--- config.mk ---
export PLATFORM = sky130hd
export DESIGN_NAME = stfe_host_flat
export DESIGN_NICKNAME = d
export VERILOG_FILES = /design/src/stfe_pkg.sv /design/src/stfe_par_if.sv /design/src/stfe_host.sv /design/src/flat_wrapper.sv
export SDC_FILE = /design/constraint.sdc
export NUM_CORES = 1
export LEC_CHECK = 0
export CORE_ASPECT_RATIO = 1.5
export CORE_MARGIN = 2
export CORE_UTILIZATION = 33
export DETAILED_ROUTE_END_ITERATION = 10
export DONT_BUFFER_PORTS = 1
export GPL_TIMING_DRIVEN = 0
export PLACE_DENSITY = 0.48
export RECOVER_POWER = 100
export SETUP_SLACK_MARGIN = 0.1
export SLEW_MARGIN = 5
export SYNTH_ARGS = -nofsm -noshare
export SYNTH_HDL_FRONTEND = slang
export SYNTH_SLANG_ARGS = --single-unit
--- constraint.sdc ---
create_clock -name CLOCK -period 4.41 [get_ports CLOCK]
set_clock_uncertainty 0.2 [all_clocks]
set_input_delay 0.6615 -clock CLOCK [delete_from_list [all_inputs] [get_ports CLOCK]]
set_output_delay 0.6615 -clock CLOCK [all_outputs]
set_load 0.005 [all_outputs]
--- src/stfe_pkg.sv ---
/*
  Shared constants for the four-lane serial transmit front end and the
  system-side logic that feeds it. Assumes one 50 MHz clock for both ends.
// Notes on behaviour
// - encode byte to ten bits, shift out serially
// - precoded mode: byte lines carry code bits 7..0
// - precoded mode: special flag is code bit 8
// - precoded mode: idle request is code bit 9
// - special flag marks control code, decided with idle
// - idle request low sends idle character
// - lane inputs timed to lane clock, rate-dependent
// - common clock select uses lane A clock
// - lane off disables lane, outputs undriven
// - alt select picks redundant pair, else primary
// - broadcast drives both pairs regardless of select
// - broadcast never overrides lane off
// - boost enable adds high-frequency gain
// - four independent lanes A to D
// - special flag low means ordinary data
// - precoded enable bypasses the encoder
// - inputs sampled on both lane clock edges
*/
package stfe_pkg;
  localparam int          LANES      = 4;
  localparam int          CHAR_BITS  = 10;
  localparam int          HALF_DIV   = 2;             // bit stretch at half rate
  localparam logic [7:0]  IDLE_BYTE  = 8'hBC;         // K28.5
  localparam logic [7:0]  IDLE_ALT   = 8'h3C;         // K28.1
  localparam logic [9:0]  IDLE_CODE  = 10'h0FA;       // K28.5, negative disparity
  localparam logic [5:0]  K28_SIX    = 6'h0F;
  localparam logic [4:0]  K28_X      = 5'h1C;
  localparam logic        RD_RESET   = 1'b0;          // negative disparity
  // register map of the system-side end
  localparam int          AXI_AW     = 4;
  localparam logic [3:0]  OFS_CTRL   = 4'h0;
  localparam logic [3:0]  OFS_TXDATA = 4'h4;
  localparam logic [3:0]  OFS_STATUS = 4'h8;
  localparam logic [3:0]  OFS_SENT   = 4'hC;
  localparam logic [15:0] CTRL_RESET = 16'h0000;
  localparam int          CTRL_PRE   = 0;
  localparam int          CTRL_COM   = 1;
  localparam int          CTRL_BOTH  = 2;
  localparam int          CTRL_BOOST = 3;
  localparam int          CTRL_HALF  = 4;
  localparam int          CTRL_DDR   = 5;
  localparam int          CTRL_OFF   = 8;             // 4 bits, one per lane
  localparam int          CTRL_ALT   = 12;            // 4 bits, one per lane
  localparam int          TXD_K      = 8;
  localparam int          TXD_IDLE   = 9;
  localparam int          TXD_LANE   = 10;            // 2 bits
  localparam int          TXD_W      = 12;
  localparam int          FIFO_DEPTH = 32;
  localparam logic [1:0]  RESP_OKAY  = 2'h0;
  localparam logic [1:0]  RESP_SLVERR = 2'h2;
endpackage : stfe_pkg

--- src/stfe_par_if.sv ---
/*
  Parallel transmit interface between system logic and the transmit
  front end. Levels only; both ends sample on the common clock.
*/
`timescale 1ns/1ps
interface stfe_par_if;
  logic [stfe_pkg::LANES-1:0][7:0] tx_byte_in;
  logic [stfe_pkg::LANES-1:0]      tx_special_flag;
  logic [stfe_pkg::LANES-1:0]      tx_idle_req_n;
  logic [stfe_pkg::LANES-1:0]      tx_lane_if_clk;
  logic [stfe_pkg::LANES-1:0]      lane_off;
  logic [stfe_pkg::LANES-1:0]      lane_alt_pair_sel;
  logic                            tx_common_clk_sel;
  logic                            tx_both_pairs_on;
  logic                            tx_hf_boost_on;
  logic                            precoded_mode_on;
  logic                            half_rate_on;
  logic                            double_rate_on;

  modport dev (
    input tx_byte_in, tx_special_flag, tx_idle_req_n, tx_lane_if_clk, lane_off,
    input lane_alt_pair_sel, tx_common_clk_sel, tx_both_pairs_on, tx_hf_boost_on,
    input precoded_mode_on, half_rate_on, double_rate_on
  );
  modport host (
    output tx_byte_in, tx_special_flag, tx_idle_req_n, tx_lane_if_clk, lane_off,
    output lane_alt_pair_sel, tx_common_clk_sel, tx_both_pairs_on, tx_hf_boost_on,
    output precoded_mode_on, half_rate_on, double_rate_on
  );
endinterface : stfe_par_if

--- src/stfe_host.sv ---
/*
  System-side end: AXI4-Lite register slave, a character FIFO and the
  lane clock generator that presents one character per lane clock edge.
  Assumes the transmit end samples the interface on the same clock.
*/
`timescale 1ns/1ps
module stfe_fifo #(
  parameter int W = 12,
  parameter int D = 32
) (
  input  wire logic                 clk,
  input  wire logic                 rst,
  input  wire logic                 in_valid,
  output logic                      in_ready,
  input  wire logic [W-1:0]         in_data,
  output logic                      out_valid,
  input  wire logic                 out_ready,
  output logic [W-1:0]              out_data,
  output logic [$clog2(D):0]        level
);
  localparam int AW = $clog2(D);
  logic [W-1:0]  mem [D];
  logic [AW-1:0] wp_r, wp_nxt, rp_r, rp_nxt;
  logic [AW:0]   cnt_r, cnt_nxt;
  logic          push, pop;

  // honest full and empty straight from the count
  assign in_ready  = cnt_r != (AW+1)'(D);
  assign out_valid = cnt_r != '0;
  assign out_data  = mem[rp_r];
  assign level     = cnt_r;
  assign push      = in_valid && in_ready;
  assign pop       = out_valid && out_ready;

  always_comb
  begin
    wp_nxt  = push ? AW'(wp_r + 1'b1) : wp_r;
    rp_nxt  = pop ? AW'(rp_r + 1'b1) : rp_r;
    cnt_nxt = (AW+1)'(cnt_r + (AW+1)'(push) - (AW+1)'(pop));
  end

  always_ff @(posedge clk or posedge rst)
  begin
    if (rst)
    begin
      wp_r  <= '0;
      rp_r  <= '0;
      cnt_r <= '0;
    end
    else
    begin
      wp_r  <= wp_nxt;
      rp_r  <= rp_nxt;
      cnt_r <= cnt_nxt;
    end
  end

  // storage has no reset, contents only read when counted
  always_ff @(posedge clk)
  begin
    if (push)
      mem[wp_r] <= in_data;
  end
endmodule : stfe_fifo

module stfe_host (
  input  wire logic                    CLOCK,
  input  wire logic                    RESET,
  stfe_par_if.host                     par,
  input  wire logic [stfe_pkg::AXI_AW-1:0] S_AXI_AWADDR,
  input  wire logic                    S_AXI_AWVALID,
  output logic                         S_AXI_AWREADY,
  input  wire logic [31:0]             S_AXI_WDATA,
  input  wire logic [3:0]              S_AXI_WSTRB,
  input  wire logic                    S_AXI_WVALID,
  output logic                         S_AXI_WREADY,
  output logic [1:0]                   S_AXI_BRESP,
  output logic                         S_AXI_BVALID,
  input  wire logic                    S_AXI_BREADY,
  input  wire logic [stfe_pkg::AXI_AW-1:0] S_AXI_ARADDR,
  input  wire logic                    S_AXI_ARVALID,
  output logic                         S_AXI_ARREADY,
  output logic [31:0]                  S_AXI_RDATA,
  output logic [1:0]                   S_AXI_RRESP,
  output logic                         S_AXI_RVALID,
  input  wire logic                    S_AXI_RREADY
);
  import stfe_pkg::*;

  logic [AXI_AW-1:0]   awaddr_r, awaddr_nxt;
  logic [31:0]         wdata_r, wdata_nxt, rdata_r, rdata_nxt;
  logic [3:0]          wstrb_r, wstrb_nxt;
  logic                aw_got_r, aw_got_nxt, w_got_r, w_got_nxt;
  logic                awrdy_r, awrdy_nxt, wrdy_r, wrdy_nxt, arrdy_r, arrdy_nxt;
  logic                bvalid_r, bvalid_nxt, rvalid_r, rvalid_nxt;
  logic [1:0]          bresp_r, bresp_nxt, rresp_r, rresp_nxt;
  logic [15:0]         ctrl_r, ctrl_nxt, sent_r, sent_nxt;
  logic [4:0]          cnt_r, cnt_nxt;
  logic                lclk_r, lclk_nxt, slot;
  logic [LANES-1:0][7:0] byte_r, byte_nxt;
  logic [LANES-1:0]    k_r, k_nxt, idle_r, idle_nxt;
  logic                do_wr, f_in_ready, f_out_valid;
  logic [TXD_W-1:0]    f_out;
  logic [$clog2(FIFO_DEPTH):0] f_level;

  assign do_wr = aw_got_r && w_got_r && !bvalid_r
                 && (awaddr_r != OFS_TXDATA || f_in_ready);
  assign slot  = cnt_r == 5'((ctrl_r[CTRL_HALF] ? HALF_DIV : 1) * CHAR_BITS - 1);

  // characters wait here; full fifo stalls the register write
  stfe_fifo #(.W(TXD_W), .D(FIFO_DEPTH)) stfe_fifo_inst (
    .clk       (CLOCK),
    .rst       (RESET),
    .in_valid  (do_wr && awaddr_r == OFS_TXDATA),
    .in_ready  (f_in_ready),
    .in_data   (wdata_r[TXD_W-1:0]),
    .out_valid (f_out_valid),
    .out_ready (slot),
    .out_data  (f_out),
    .level     (f_level)
  );

  // bus slave: address and data taken in either order
  always_comb
  begin
    awaddr_nxt = awaddr_r;
    wdata_nxt  = wdata_r;
    wstrb_nxt  = wstrb_r;
    aw_got_nxt = aw_got_r;
    w_got_nxt  = w_got_r;
    bvalid_nxt = bvalid_r && !S_AXI_BREADY;
    bresp_nxt  = bresp_r;
    ctrl_nxt   = ctrl_r;
    if (S_AXI_AWVALID && awrdy_r)
    begin
      aw_got_nxt = 1'b1;
      awaddr_nxt = S_AXI_AWADDR;
    end
    if (S_AXI_WVALID && wrdy_r)
    begin
      w_got_nxt = 1'b1;
      wdata_nxt = S_AXI_WDATA;
      wstrb_nxt = S_AXI_WSTRB;
    end
    if (do_wr)
    begin
      aw_got_nxt = 1'b0;
      w_got_nxt  = 1'b0;
      bvalid_nxt = 1'b1;
      bresp_nxt  = RESP_OKAY;
      if (awaddr_r == OFS_CTRL)
      begin
        if (wstrb_r[0])
          ctrl_nxt[7:0] = wdata_r[7:0];
        if (wstrb_r[1])
          ctrl_nxt[15:8] = wdata_r[15:8];
      end
      else if (awaddr_r != OFS_TXDATA)
        bresp_nxt = RESP_SLVERR;
    end
    awrdy_nxt  = !aw_got_nxt && !bvalid_nxt;
    wrdy_nxt   = !w_got_nxt && !bvalid_nxt;
    rvalid_nxt = rvalid_r && !S_AXI_RREADY;
    rdata_nxt  = rdata_r;
    rresp_nxt  = rresp_r;
    if (S_AXI_ARVALID && arrdy_r)
    begin
      rvalid_nxt = 1'b1;
      rresp_nxt  = RESP_OKAY;
      case (S_AXI_ARADDR)
        OFS_CTRL:   rdata_nxt = {16'h0000, ctrl_r};
        OFS_STATUS: rdata_nxt = 32'({!f_in_ready, !f_out_valid, 2'b00, f_level});
        OFS_SENT:   rdata_nxt = {16'h0000, sent_r};
        OFS_TXDATA: rdata_nxt = 32'h0000_0000;
        default:
        begin
          rdata_nxt = 32'h0000_0000;
          rresp_nxt = RESP_SLVERR;
        end
      endcase
    end
    arrdy_nxt = !rvalid_nxt;
  end

  // lane clock: one edge per character slot, new values at each edge
  always_comb
  begin
    cnt_nxt  = slot ? 5'h00 : 5'(cnt_r + 1'b1);
    lclk_nxt = slot ? !lclk_r : lclk_r;
    sent_nxt = (slot && f_out_valid) ? 16'(sent_r + 1'b1) : sent_r;
    byte_nxt = byte_r;
    k_nxt    = k_r;
    idle_nxt = idle_r;
    for (int i = 0; i < LANES; i++)
    begin
      if (slot && f_out_valid && f_out[TXD_LANE+:2] == 2'(i))
      begin
        byte_nxt[i] = f_out[7:0];
        k_nxt[i]    = f_out[TXD_K];
        idle_nxt[i] = f_out[TXD_IDLE];
      end
      else if (slot && ctrl_r[CTRL_PRE])
      begin
        byte_nxt[i] = IDLE_CODE[7:0];
        k_nxt[i]    = IDLE_CODE[8];
        idle_nxt[i] = IDLE_CODE[9];
      end
      else if (slot)
      begin
        byte_nxt[i] = 8'h00;
        k_nxt[i]    = 1'b0;
        idle_nxt[i] = 1'b0;
      end
    end
  end

  always_ff @(posedge CLOCK or posedge RESET)
  begin
    if (RESET)
    begin
      awaddr_r <= '0;
      wdata_r  <= '0;
      wstrb_r  <= '0;
      aw_got_r <= 1'b0;
      w_got_r  <= 1'b0;
      awrdy_r  <= 1'b0;
      wrdy_r   <= 1'b0;
      arrdy_r  <= 1'b0;
      bvalid_r <= 1'b0;
      rvalid_r <= 1'b0;
      bresp_r  <= RESP_OKAY;
      rresp_r  <= RESP_OKAY;
      rdata_r  <= '0;
      ctrl_r   <= CTRL_RESET;
      sent_r   <= '0;
      cnt_r    <= '0;
      lclk_r   <= 1'b0;
      byte_r   <= '0;
      k_r      <= '0;
      idle_r   <= '0;
    end
    else
    begin
      awaddr_r <= awaddr_nxt;
      wdata_r  <= wdata_nxt;
      wstrb_r  <= wstrb_nxt;
      aw_got_r <= aw_got_nxt;
      w_got_r  <= w_got_nxt;
      awrdy_r  <= awrdy_nxt;
      wrdy_r   <= wrdy_nxt;
      arrdy_r  <= arrdy_nxt;
      bvalid_r <= bvalid_nxt;
      rvalid_r <= rvalid_nxt;
      bresp_r  <= bresp_nxt;
      rresp_r  <= rresp_nxt;
      rdata_r  <= rdata_nxt;
      ctrl_r   <= ctrl_nxt;
      sent_r   <= sent_nxt;
      cnt_r    <= cnt_nxt;
      lclk_r   <= lclk_nxt;
      byte_r   <= byte_nxt;
      k_r      <= k_nxt;
      idle_r   <= idle_nxt;
    end
  end

  assign S_AXI_AWREADY         = awrdy_r;
  assign S_AXI_WREADY          = wrdy_r;
  assign S_AXI_BVALID          = bvalid_r;
  assign S_AXI_BRESP           = bresp_r;
  assign S_AXI_ARREADY         = arrdy_r;
  assign S_AXI_RVALID          = rvalid_r;
  assign S_AXI_RDATA           = rdata_r;
  assign S_AXI_RRESP           = rresp_r;
  assign par.tx_byte_in        = byte_r;
  assign par.tx_special_flag   = k_r;
  assign par.tx_idle_req_n     = idle_r;
  assign par.tx_lane_if_clk    = {LANES{lclk_r}};
  assign par.lane_off          = ctrl_r[CTRL_OFF+:LANES];
  assign par.lane_alt_pair_sel = ctrl_r[CTRL_ALT+:LANES];
  assign par.tx_common_clk_sel = ctrl_r[CTRL_COM];
  assign par.tx_both_pairs_on  = ctrl_r[CTRL_BOTH];
  assign par.tx_hf_boost_on    = ctrl_r[CTRL_BOOST];
  assign par.precoded_mode_on  = ctrl_r[CTRL_PRE];
  assign par.half_rate_on      = ctrl_r[CTRL_HALF];
  assign par.double_rate_on    = ctrl_r[CTRL_DDR];
endmodule : stfe_host

--- src/flat_wrapper.sv ---
// flat-port wrapper written by rule: the top's interface ports become plain ports
module stfe_host_flat import stfe_pkg::*;
  (CLOCK, RESET, S_AXI_AWADDR, S_AXI_AWVALID, S_AXI_AWREADY, S_AXI_WDATA, S_AXI_WSTRB, S_AXI_WVALID, S_AXI_WREADY, S_AXI_BRESP, S_AXI_BVALID, S_AXI_BREADY, S_AXI_ARADDR, S_AXI_ARVALID, S_AXI_ARREADY, S_AXI_RDATA, S_AXI_RRESP, S_AXI_RVALID, S_AXI_RREADY, par_tx_byte_in, par_tx_special_flag, par_tx_idle_req_n, par_tx_lane_if_clk, par_lane_off, par_lane_alt_pair_sel, par_tx_common_clk_sel, par_tx_both_pairs_on, par_tx_hf_boost_on, par_precoded_mode_on, par_half_rate_on, par_double_rate_on);
  stfe_par_if par_i ();
  input  wire logic CLOCK;
  input  wire logic RESET;
  input  wire logic [stfe_pkg::AXI_AW-1:0] S_AXI_AWADDR;
  input  wire logic S_AXI_AWVALID;
  output logic S_AXI_AWREADY;
  input  wire logic [31:0] S_AXI_WDATA;
  input  wire logic [3:0] S_AXI_WSTRB;
  input  wire logic S_AXI_WVALID;
  output logic S_AXI_WREADY;
  output logic [1:0] S_AXI_BRESP;
  output logic S_AXI_BVALID;
  input  wire logic S_AXI_BREADY;
  input  wire logic [stfe_pkg::AXI_AW-1:0] S_AXI_ARADDR;
  input  wire logic S_AXI_ARVALID;
  output logic S_AXI_ARREADY;
  output logic [31:0] S_AXI_RDATA;
  output logic [1:0] S_AXI_RRESP;
  output logic S_AXI_RVALID;
  input  wire logic S_AXI_RREADY;
  output wire logic [$bits(par_i.tx_byte_in)-1:0] par_tx_byte_in;
  output wire logic [$bits(par_i.tx_special_flag)-1:0] par_tx_special_flag;
  output wire logic [$bits(par_i.tx_idle_req_n)-1:0] par_tx_idle_req_n;
  output wire logic [$bits(par_i.tx_lane_if_clk)-1:0] par_tx_lane_if_clk;
  output wire logic [$bits(par_i.lane_off)-1:0] par_lane_off;
  output wire logic [$bits(par_i.lane_alt_pair_sel)-1:0] par_lane_alt_pair_sel;
  output wire logic [$bits(par_i.tx_common_clk_sel)-1:0] par_tx_common_clk_sel;
  output wire logic [$bits(par_i.tx_both_pairs_on)-1:0] par_tx_both_pairs_on;
  output wire logic [$bits(par_i.tx_hf_boost_on)-1:0] par_tx_hf_boost_on;
  output wire logic [$bits(par_i.precoded_mode_on)-1:0] par_precoded_mode_on;
  output wire logic [$bits(par_i.half_rate_on)-1:0] par_half_rate_on;
  output wire logic [$bits(par_i.double_rate_on)-1:0] par_double_rate_on;
  assign par_tx_byte_in = par_i.tx_byte_in;
  assign par_tx_special_flag = par_i.tx_special_flag;
  assign par_tx_idle_req_n = par_i.tx_idle_req_n;
  assign par_tx_lane_if_clk = par_i.tx_lane_if_clk;
  assign par_lane_off = par_i.lane_off;
  assign par_lane_alt_pair_sel = par_i.lane_alt_pair_sel;
  assign par_tx_common_clk_sel = par_i.tx_common_clk_sel;
  assign par_tx_both_pairs_on = par_i.tx_both_pairs_on;
  assign par_tx_hf_boost_on = par_i.tx_hf_boost_on;
  assign par_precoded_mode_on = par_i.precoded_mode_on;
  assign par_half_rate_on = par_i.half_rate_on;
  assign par_double_rate_on = par_i.double_rate_on;
  stfe_host u_core (.CLOCK(CLOCK), .RESET(RESET), .par(par_i), .S_AXI_AWADDR(S_AXI_AWADDR), .S_AXI_AWVALID(S_AXI_AWVALID), .S_AXI_AWREADY(S_AXI_AWREADY), .S_AXI_WDATA(S_AXI_WDATA), .S_AXI_WSTRB(S_AXI_WSTRB), .S_AXI_WVALID(S_AXI_WVALID), .S_AXI_WREADY(S_AXI_WREADY), .S_AXI_BRESP(S_AXI_BRESP), .S_AXI_BVALID(S_AXI_BVALID), .S_AXI_BREADY(S_AXI_BREADY), .S_AXI_ARADDR(S_AXI_ARADDR), .S_AXI_ARVALID(S_AXI_ARVALID), .S_AXI_ARREADY(S_AXI_ARREADY), .S_AXI_RDATA(S_AXI_RDATA), .S_AXI_RRESP(S_AXI_RRESP), .S_AXI_RVALID(S_AXI_RVALID), .S_AXI_RREADY(S_AXI_RREADY));
endmodule
Word-level counts from Yosys, hierarchy flattened
Memory sizes are Yosys's and may differ from the RTL's.
Cells that the tools add are included.
Widths: inputs -> output; s select.
{"block": "totals", "regBits": 159, "latchBits": 0, "ramBits": 384, "mem_bits_ro": 0, "in_bits": 51, "out_inout_bits": 99, "word_cells": 122, "mem_count": 1}
{"block": "op_classes", "add_sub_neg": 7, "mul": 1, "div": 0, "order_cmp": 0, "n_eq_ne": 10, "shifts": 0, "muxes": 30, "n_bitwise": 0, "reduce_logical": 40}
{"name": "u_core.stfe_fifo_inst.mem", "depth": 32, "width": 12, "rd": 1, "rd_ports_with_merged_regs": 0, "write_ports": 1, "line": "stfe_host.sv:22", "source": "logic [W-1:0] mem [D];"}
{"operator": "$mux 8", "n": 6}
{"operator": "$pmux 16 s3", "n": 1}
{"operator": "$mul 32x4->4 const B", "n": 1}
{"operator": "$logic_and 1x1->1", "n": 18}
{"operator": "$mux 1", "n": 18}
{"operator": "$add 16x1->16 const B", "n": 1}
{"operator": "$add 5x1->5 const B", "n": 3}
{"operator": "$reduce_bool 3->1", "n": 4}
{"operator": "$logic_not 1->1", "n": 10}
{"operator": "$eq 4x3->1 const B", "n": 2}
{"operator": "$eq 4x4->1 const B", "n": 2}
{"operator": "$logic_not 4->1", "n": 2}
{"operator": "$mux 2", "n": 4}
{"operator": "$add 6x1->6", "n": 1}
{"operator": "$ne 6x6->1 const B", "n": 1}
{"operator": "$reduce_and 3->1", "n": 2}
{"operator": "$reduce_bool 6->1", "n": 1}
{"operator": "$sub 6x1->6", "n": 1}
{"operator": "$eq 5x5->1", "n": 1}
{"operator": "$mux 5", "n": 1}
{"operator": "$sub 5x2->5 const B", "n": 1}
{"operator": "$eq 2x2->1 const B", "n": 2}
{"operator": "$ne 4x3->1 const B", "n": 1}
{"operator": "$reduce_or 4->1", "n": 1}
{"operator": "3 further kinds", "n": 3}

Longest topological paths before layout
{"block": "logic_depth", "depth_word": 7, "depth_mapped": 18, "depth_no_buf": 16}

By module
From an unflattened synthesis, not the netlist that was laid out.
{"block": "hier_totals", "cells_unflattened": 1266, "area_unflattened_um2": 21297.9}
{"module": "stfe_fifo", "n_inst": 1, "cells_each": 763, "area_per_inst_um2": 15836.4, "seq_area_each_um2": 11931.4}
{"module": "stfe_host", "n_inst": 1, "cells_each": 503, "area_per_inst_um2": 5461.5, "seq_area_each_um2": 3128.0}

Worst setup path before layout
No wires, ideal clock.
{"block": "synth_path", "kind": "register -> register", "from": "register u_core.ctrl_r[4]", "to": "register u_core.stfe_fifo_inst.cnt_r[4], in the netlist u_core.stfe_fifo_inst.level[4]", "setup_ns": 0.122, "arrival_ns": 2.873, "required_ns": 4.088, "slack_ns": 1.215, "path_stages_with_launch": 17, "n_path_buf": 2, "period_less_slack_ns": 3.195, "cell_sequence": "dfrtp_1 > nor4b_1 > o21a_1 > nand2_1 > clkbuf_1 > inv_1 > clkbuf_1 > ha_1 > inv_1 > ha_1 > inv_1 > fa_1 > inv_1 > a21oi_1 > nor2_1 > nor2_1 > xnor2_1"}
{"block": "synth_via", "elab_chain_cells": 6}
{"item": "from (decl)", "line": "stfe_host.sv:97", "source": "logic [15:0] ctrl_r, ctrl_nxt, sent_r, sent_nxt;"}
{"item": "from (signal assigned)", "line": "stfe_host.sv:257", "source": "ctrl_r <= ctrl_nxt;"}
{"item": "$mux 2", "line": "stfe_host.sv:108", "source": "assign slot = cnt_r == 5'((ctrl_r[CTRL_HALF] ? HALF_DIV : 1) * CHAR_BITS - 1);"}
{"item": "$mul 32x4->4", "line": "stfe_host.sv:108"}
{"item": "$sub 5x2->5", "line": "stfe_host.sv:108"}
{"item": "$eq 5x5->1", "line": "stfe_host.sv:108"}
{"item": "$logic_and 1x1->1", "line": "stfe_host.sv:33", "source": "assign pop = out_valid && out_ready;"}
{"item": "net u_core.stfe_fifo_inst.pop", "line": "stfe_host.sv:25", "source": "logic push, pop;"}
{"item": "$sub 6x1->6", "line": "stfe_host.sv:39", "source": "cnt_nxt = (AW+1)'(cnt_r + (AW+1)'(push) - (AW+1)'(pop));"}
{"item": "net u_core.stfe_fifo_inst.cnt_nxt[4]", "line": "stfe_host.sv:24", "source": "logic [AW:0] cnt_r, cnt_nxt;"}
{"item": "to (signal assigned)", "line": "stfe_host.sv:54", "source": "cnt_r <= cnt_nxt;"}
{"item": "to (decl)", "line": "stfe_host.sv:24"}
The timed path passes the listed nets, and every way through them passes these cells.
A chain may end at the register's enable or synchronous reset.

Worst setup path after layout
{"block": "layout_path", "from": "register u_core.bvalid_r, in the netlist u_core.S_AXI_BVALID", "to": "memory u_core.stfe_fifo_inst.mem[12][1] (enable)"}
{"block": "layout_via", "elab_chain_cells": 7}
{"item": "from (decl)", "line": "stfe_host.sv:95", "source": "logic bvalid_r, bvalid_nxt, rvalid_r, rvalid_nxt;"}
{"item": "from (signal assigned)", "line": "stfe_host.sv:252", "source": "bvalid_r <= bvalid_nxt;"}
{"item": "$logic_not 1->1", "line": "stfe_host.sv:106", "source": "assign do_wr = aw_got_r && w_got_r && !bvalid_r"}
{"item": "$logic_and 1x1->1", "line": "stfe_host.sv:106"}
{"item": "$logic_and 1x1->1", "line": "stfe_host.sv:107", "source": "&& (awaddr_r != OFS_TXDATA || f_in_ready);"}
{"item": "$logic_and 1x1->1", "line": "stfe_host.sv:114", "source": ".in_valid (do_wr && awaddr_r == OFS_TXDATA),"}
{"item": "$logic_and 1x1->1", "line": "stfe_host.sv:32", "source": "assign push = in_valid && in_ready;"}
{"item": "$mux 1", "line": "stfe_host.sv:61", "source": "if (push)"}
{"item": "$mux 1 (not written as such)", "line": "stfe_host.sv:62", "source": "mem[wp_r] <= in_data;"}
{"item": "to (decl)", "line": "stfe_host.sv:22"}
No other way between the ends.

==> metrics <==
CP startpoint kind flop; Max FO, Critical Path 9; EDFF count, synth 384; core area roughly 63000 um^2; Data arrival, critical path ~4.2 ns; met3 wire len between 2000 and 2500 um; chip width ~210 um; Syn Std Cell Area around 21000 um^2; top-area cell type share of the netlist area ~54%; hold slack 0.0493 ns; Ys Warns 0; Gate power share between 20 and 25%; Pint about 10000 uW; Worst Hold Depth 2; GRT overflow 0; Final Cycle Share 94.6%; Slew Limit Headroom -17.2%; CP required between 4 and 5 ns; Seq/Total Area, Yosys a little over 70%; CP Class flop to flop; final setup fails 0; top routing layer in use met4; main area contributors after synthesis edfxtp_1, dfrtp_1, mux4_2, mux2i_1, mux2_2; total power ~15000 uW; Num Clock Sinks 525; routed length on met1 between 20000 and 25000 um; clock latency at the later pin of the worst-skew pair roughly 0.58 ns; vias in the first global route about 12000; I/O Buffers 0; min Tclk post-route around 4.2 ns; leak pwr roughly 0.0086 uW; number of H-tree levels 2; detailed router's first-iteration violation count about 860; slowest cell delay on critical path 0.83 ns; Worst-path clk slew 0.06 ns; die height ~310 um; crit path max-delay cell type nor2_1; antenna cells 0; worst slew pin tran 1.76 ns; switching part of the total between 30% and 40%; Max Cap Viol 2; ys flop type edfxtp_1; Area growth syn-to-layout 14.1%; Avg Vias per Cell approximately 5.1; Row Count roughly 110; Residual DRC 0; Initial Util between 30% and 40%; Synth Register Bits 525; Reg power frac 49.0%; Worst IR Drop VDD approximately 280 uV; IO Count 150; TritonRoute pass-1 iters 5; CTS Root Cell clkbuf_16; nets@finish roughly 1500; die area ~66000 um^2; clock network power share around 28%; PwrDens roughly 610 nW/um^2; most frequent cells in the layout edfxtp_1, dfrtp_1, nand2_1; share of cells above drive strength 1 19.0%; CTS tree built; clock tree buffer depth 3; fill count ~5900; pin count of the biggest net entering global routing 42; cts bufs inserted 50; Vias 11300; wirelength, routed 57400 um; first-pass GRT wire length approximately 83000 um; final hold violations 0; wire length on met2 about 32000 um; FFs w/ async S/R, synth between 20 and 30%; syn_area_per_cell 16.5 um^2; failing checks capacitance limit, slew limit; Detail Placement HPWL just over 40000 um; Sw Pwr between 4000 and 5000 uW; status finished with violations; post-route ant nets 0; RSZ-0062 raised after global routing false; most common cell after layout, fill and taps aside edfxtp_1; RePlAce Congestion ~0.77; Cell Chain, Critical Path nand3b_1, or4_1, clkbuf_1, nor3b_2, nand2_1, nor2_1, clkbuf_2; achievable frequency 240 MHz; gr usage total ~17%; Core Util, Final between 30% and 40%; R2R cell count 7; top cell type by total area after synthesis edfxtp_1; DR WL/cell 25.7 um; CP Capture Type flop; post-synth cell types 60; Worst Hold Class input port to flop; initial antenna violation count 1; Slew Viols, Final between 40 and 50; Syn Inst Count between 1000 and 1500
[layout make-up]
type / instances / area, um^2 / area share, %
Buffer: 88 / 499 / 2.06
Clock buffer: 70 / 1420 / 5.85
Clock inverter: 20 / 181 / 0.749
Inverter: 24 / 91.3 / 0.377
Multi-Input combinational cell: 668 / 5630 / 23.2
Sequential cell: 525 / 15100 / 62.2
Tap cell: 805 / 1010 / 4.16
Timing Repair Buffer: 35 / 344 / 1.42
[worst max-delay path, delay by kind of cell (launching register included)]
family,cells,cell delay [ns]
buffers and inverters,2,0.61
flip-flops,1,0.41
AND/OR/NAND/NOR,5,2.58
[synth_stat cells (all sizes together) (7+ instances only)]
library cell,n
edfxtp,384
dfrtp,141
nand2,103
mux2i,75
mux4,66
nor2,65
buf,61
mux2,44
o21ai,41
a22oi,35
clkbuf,27
inv,24
o211ai,24
xnor2,19
ha,16
nor2b,16
nand3,15
nor3,15
a22o,12
xor2,12
a21oi,8
nand4,8
a211oi,7
[sequential cells by signal, indices dropped and copies added (netlist names), 6 cells and up]
signal,cells
u_core.ctrl_r,16
u_core.wdata_r,16
u_core.par.tx_byte_in,32
u_core.stfe_fifo_inst.mem,384
u_core.sent_r,16
u_core.S_AXI_RDATA,16
u_core.stfe_fifo_inst.level,6
[power groups by stage]
stage	clock network [uW]	registers [uW]	logic, uW
2_1_floorplan	0	6870	2450
3_3_place_gp	0	7350	3390
5_1_grt	4500	7370	3640
4_1_cts	4310	7290	3430
3_5_place_dp	0	7390	3420
6_report	4210	7250	3320
[worst paths after layout]
check	from	end	slack, ns
hold reg to reg	u_core.aw_got_r$_DFF_PP0_	u_core.S_AXI_AWREADY$_DFF_PP0_	0.26
setup reg to reg	u_core.S_AXI_BVALID$_DFF_PP0_	u_core.stfe_fifo_inst.mem[12][1]$_DFFE_PP_	0.24
min in group asynchronous	RESET	u_core.par.tx_byte_in[20]$_DFFE_PP0P_	0.46
hold / removal	S_AXI_AWVALID	u_core.aw_got_r$_DFF_PP0_	0.05
setup / recovery	u_core.S_AXI_BVALID$_DFF_PP0_	u_core.stfe_fifo_inst.mem[12][1]$_DFFE_PP_	0.24
max in group asynchronous	RESET	u_core.S_AXI_BRESP[1]$_DFFE_PP0N_	0.88
[through the flow]
stage	cells	worst slack, ns	setup TNS, ns	instance area, um^2
5_1_grt	2235	0.0924	0	24200
3_5_place_dp	2144	-0.112	-0.380	23000
3_3_place_gp	2110	-0.332	-21.66	22300
6_report	2235	0.237	0	24200
4_1_cts	2235	0.271	0	24600
2_1_floorplan	1305	1.22	0	21300
[repair_timing]
action,CTS,global route
buffers inserted,0,0
hold buffers,1,0
hold endpoints to repair,18,0
gates resized for setup,2,2
setup endpoints to repair,11,2
pin swaps,0,0
[layer usage]
layer / vias to the layer above / GRT usage, %
li1: 5108 / -
met1: 5886 / 19.2
met2: 265 / 34.1
met3: 68 / 2.28
met4: 0 / 4.77
met5: - / 0
[cell families after synthesis]
logic type | Yosys count | synth area share [%]
mux | 185 | 12.9
xor+xnor | 31 | 1.28
other cells | 1 | 0.0177
flops | 525 | 70.9
simple gates | 266 | 6.00
buf+inv | 112 | 2.88
fa+ha+maj | 17 | 1.04
compound gates | 151 | 4.93
Note: power is estimated with default switching activity, not from simulation.
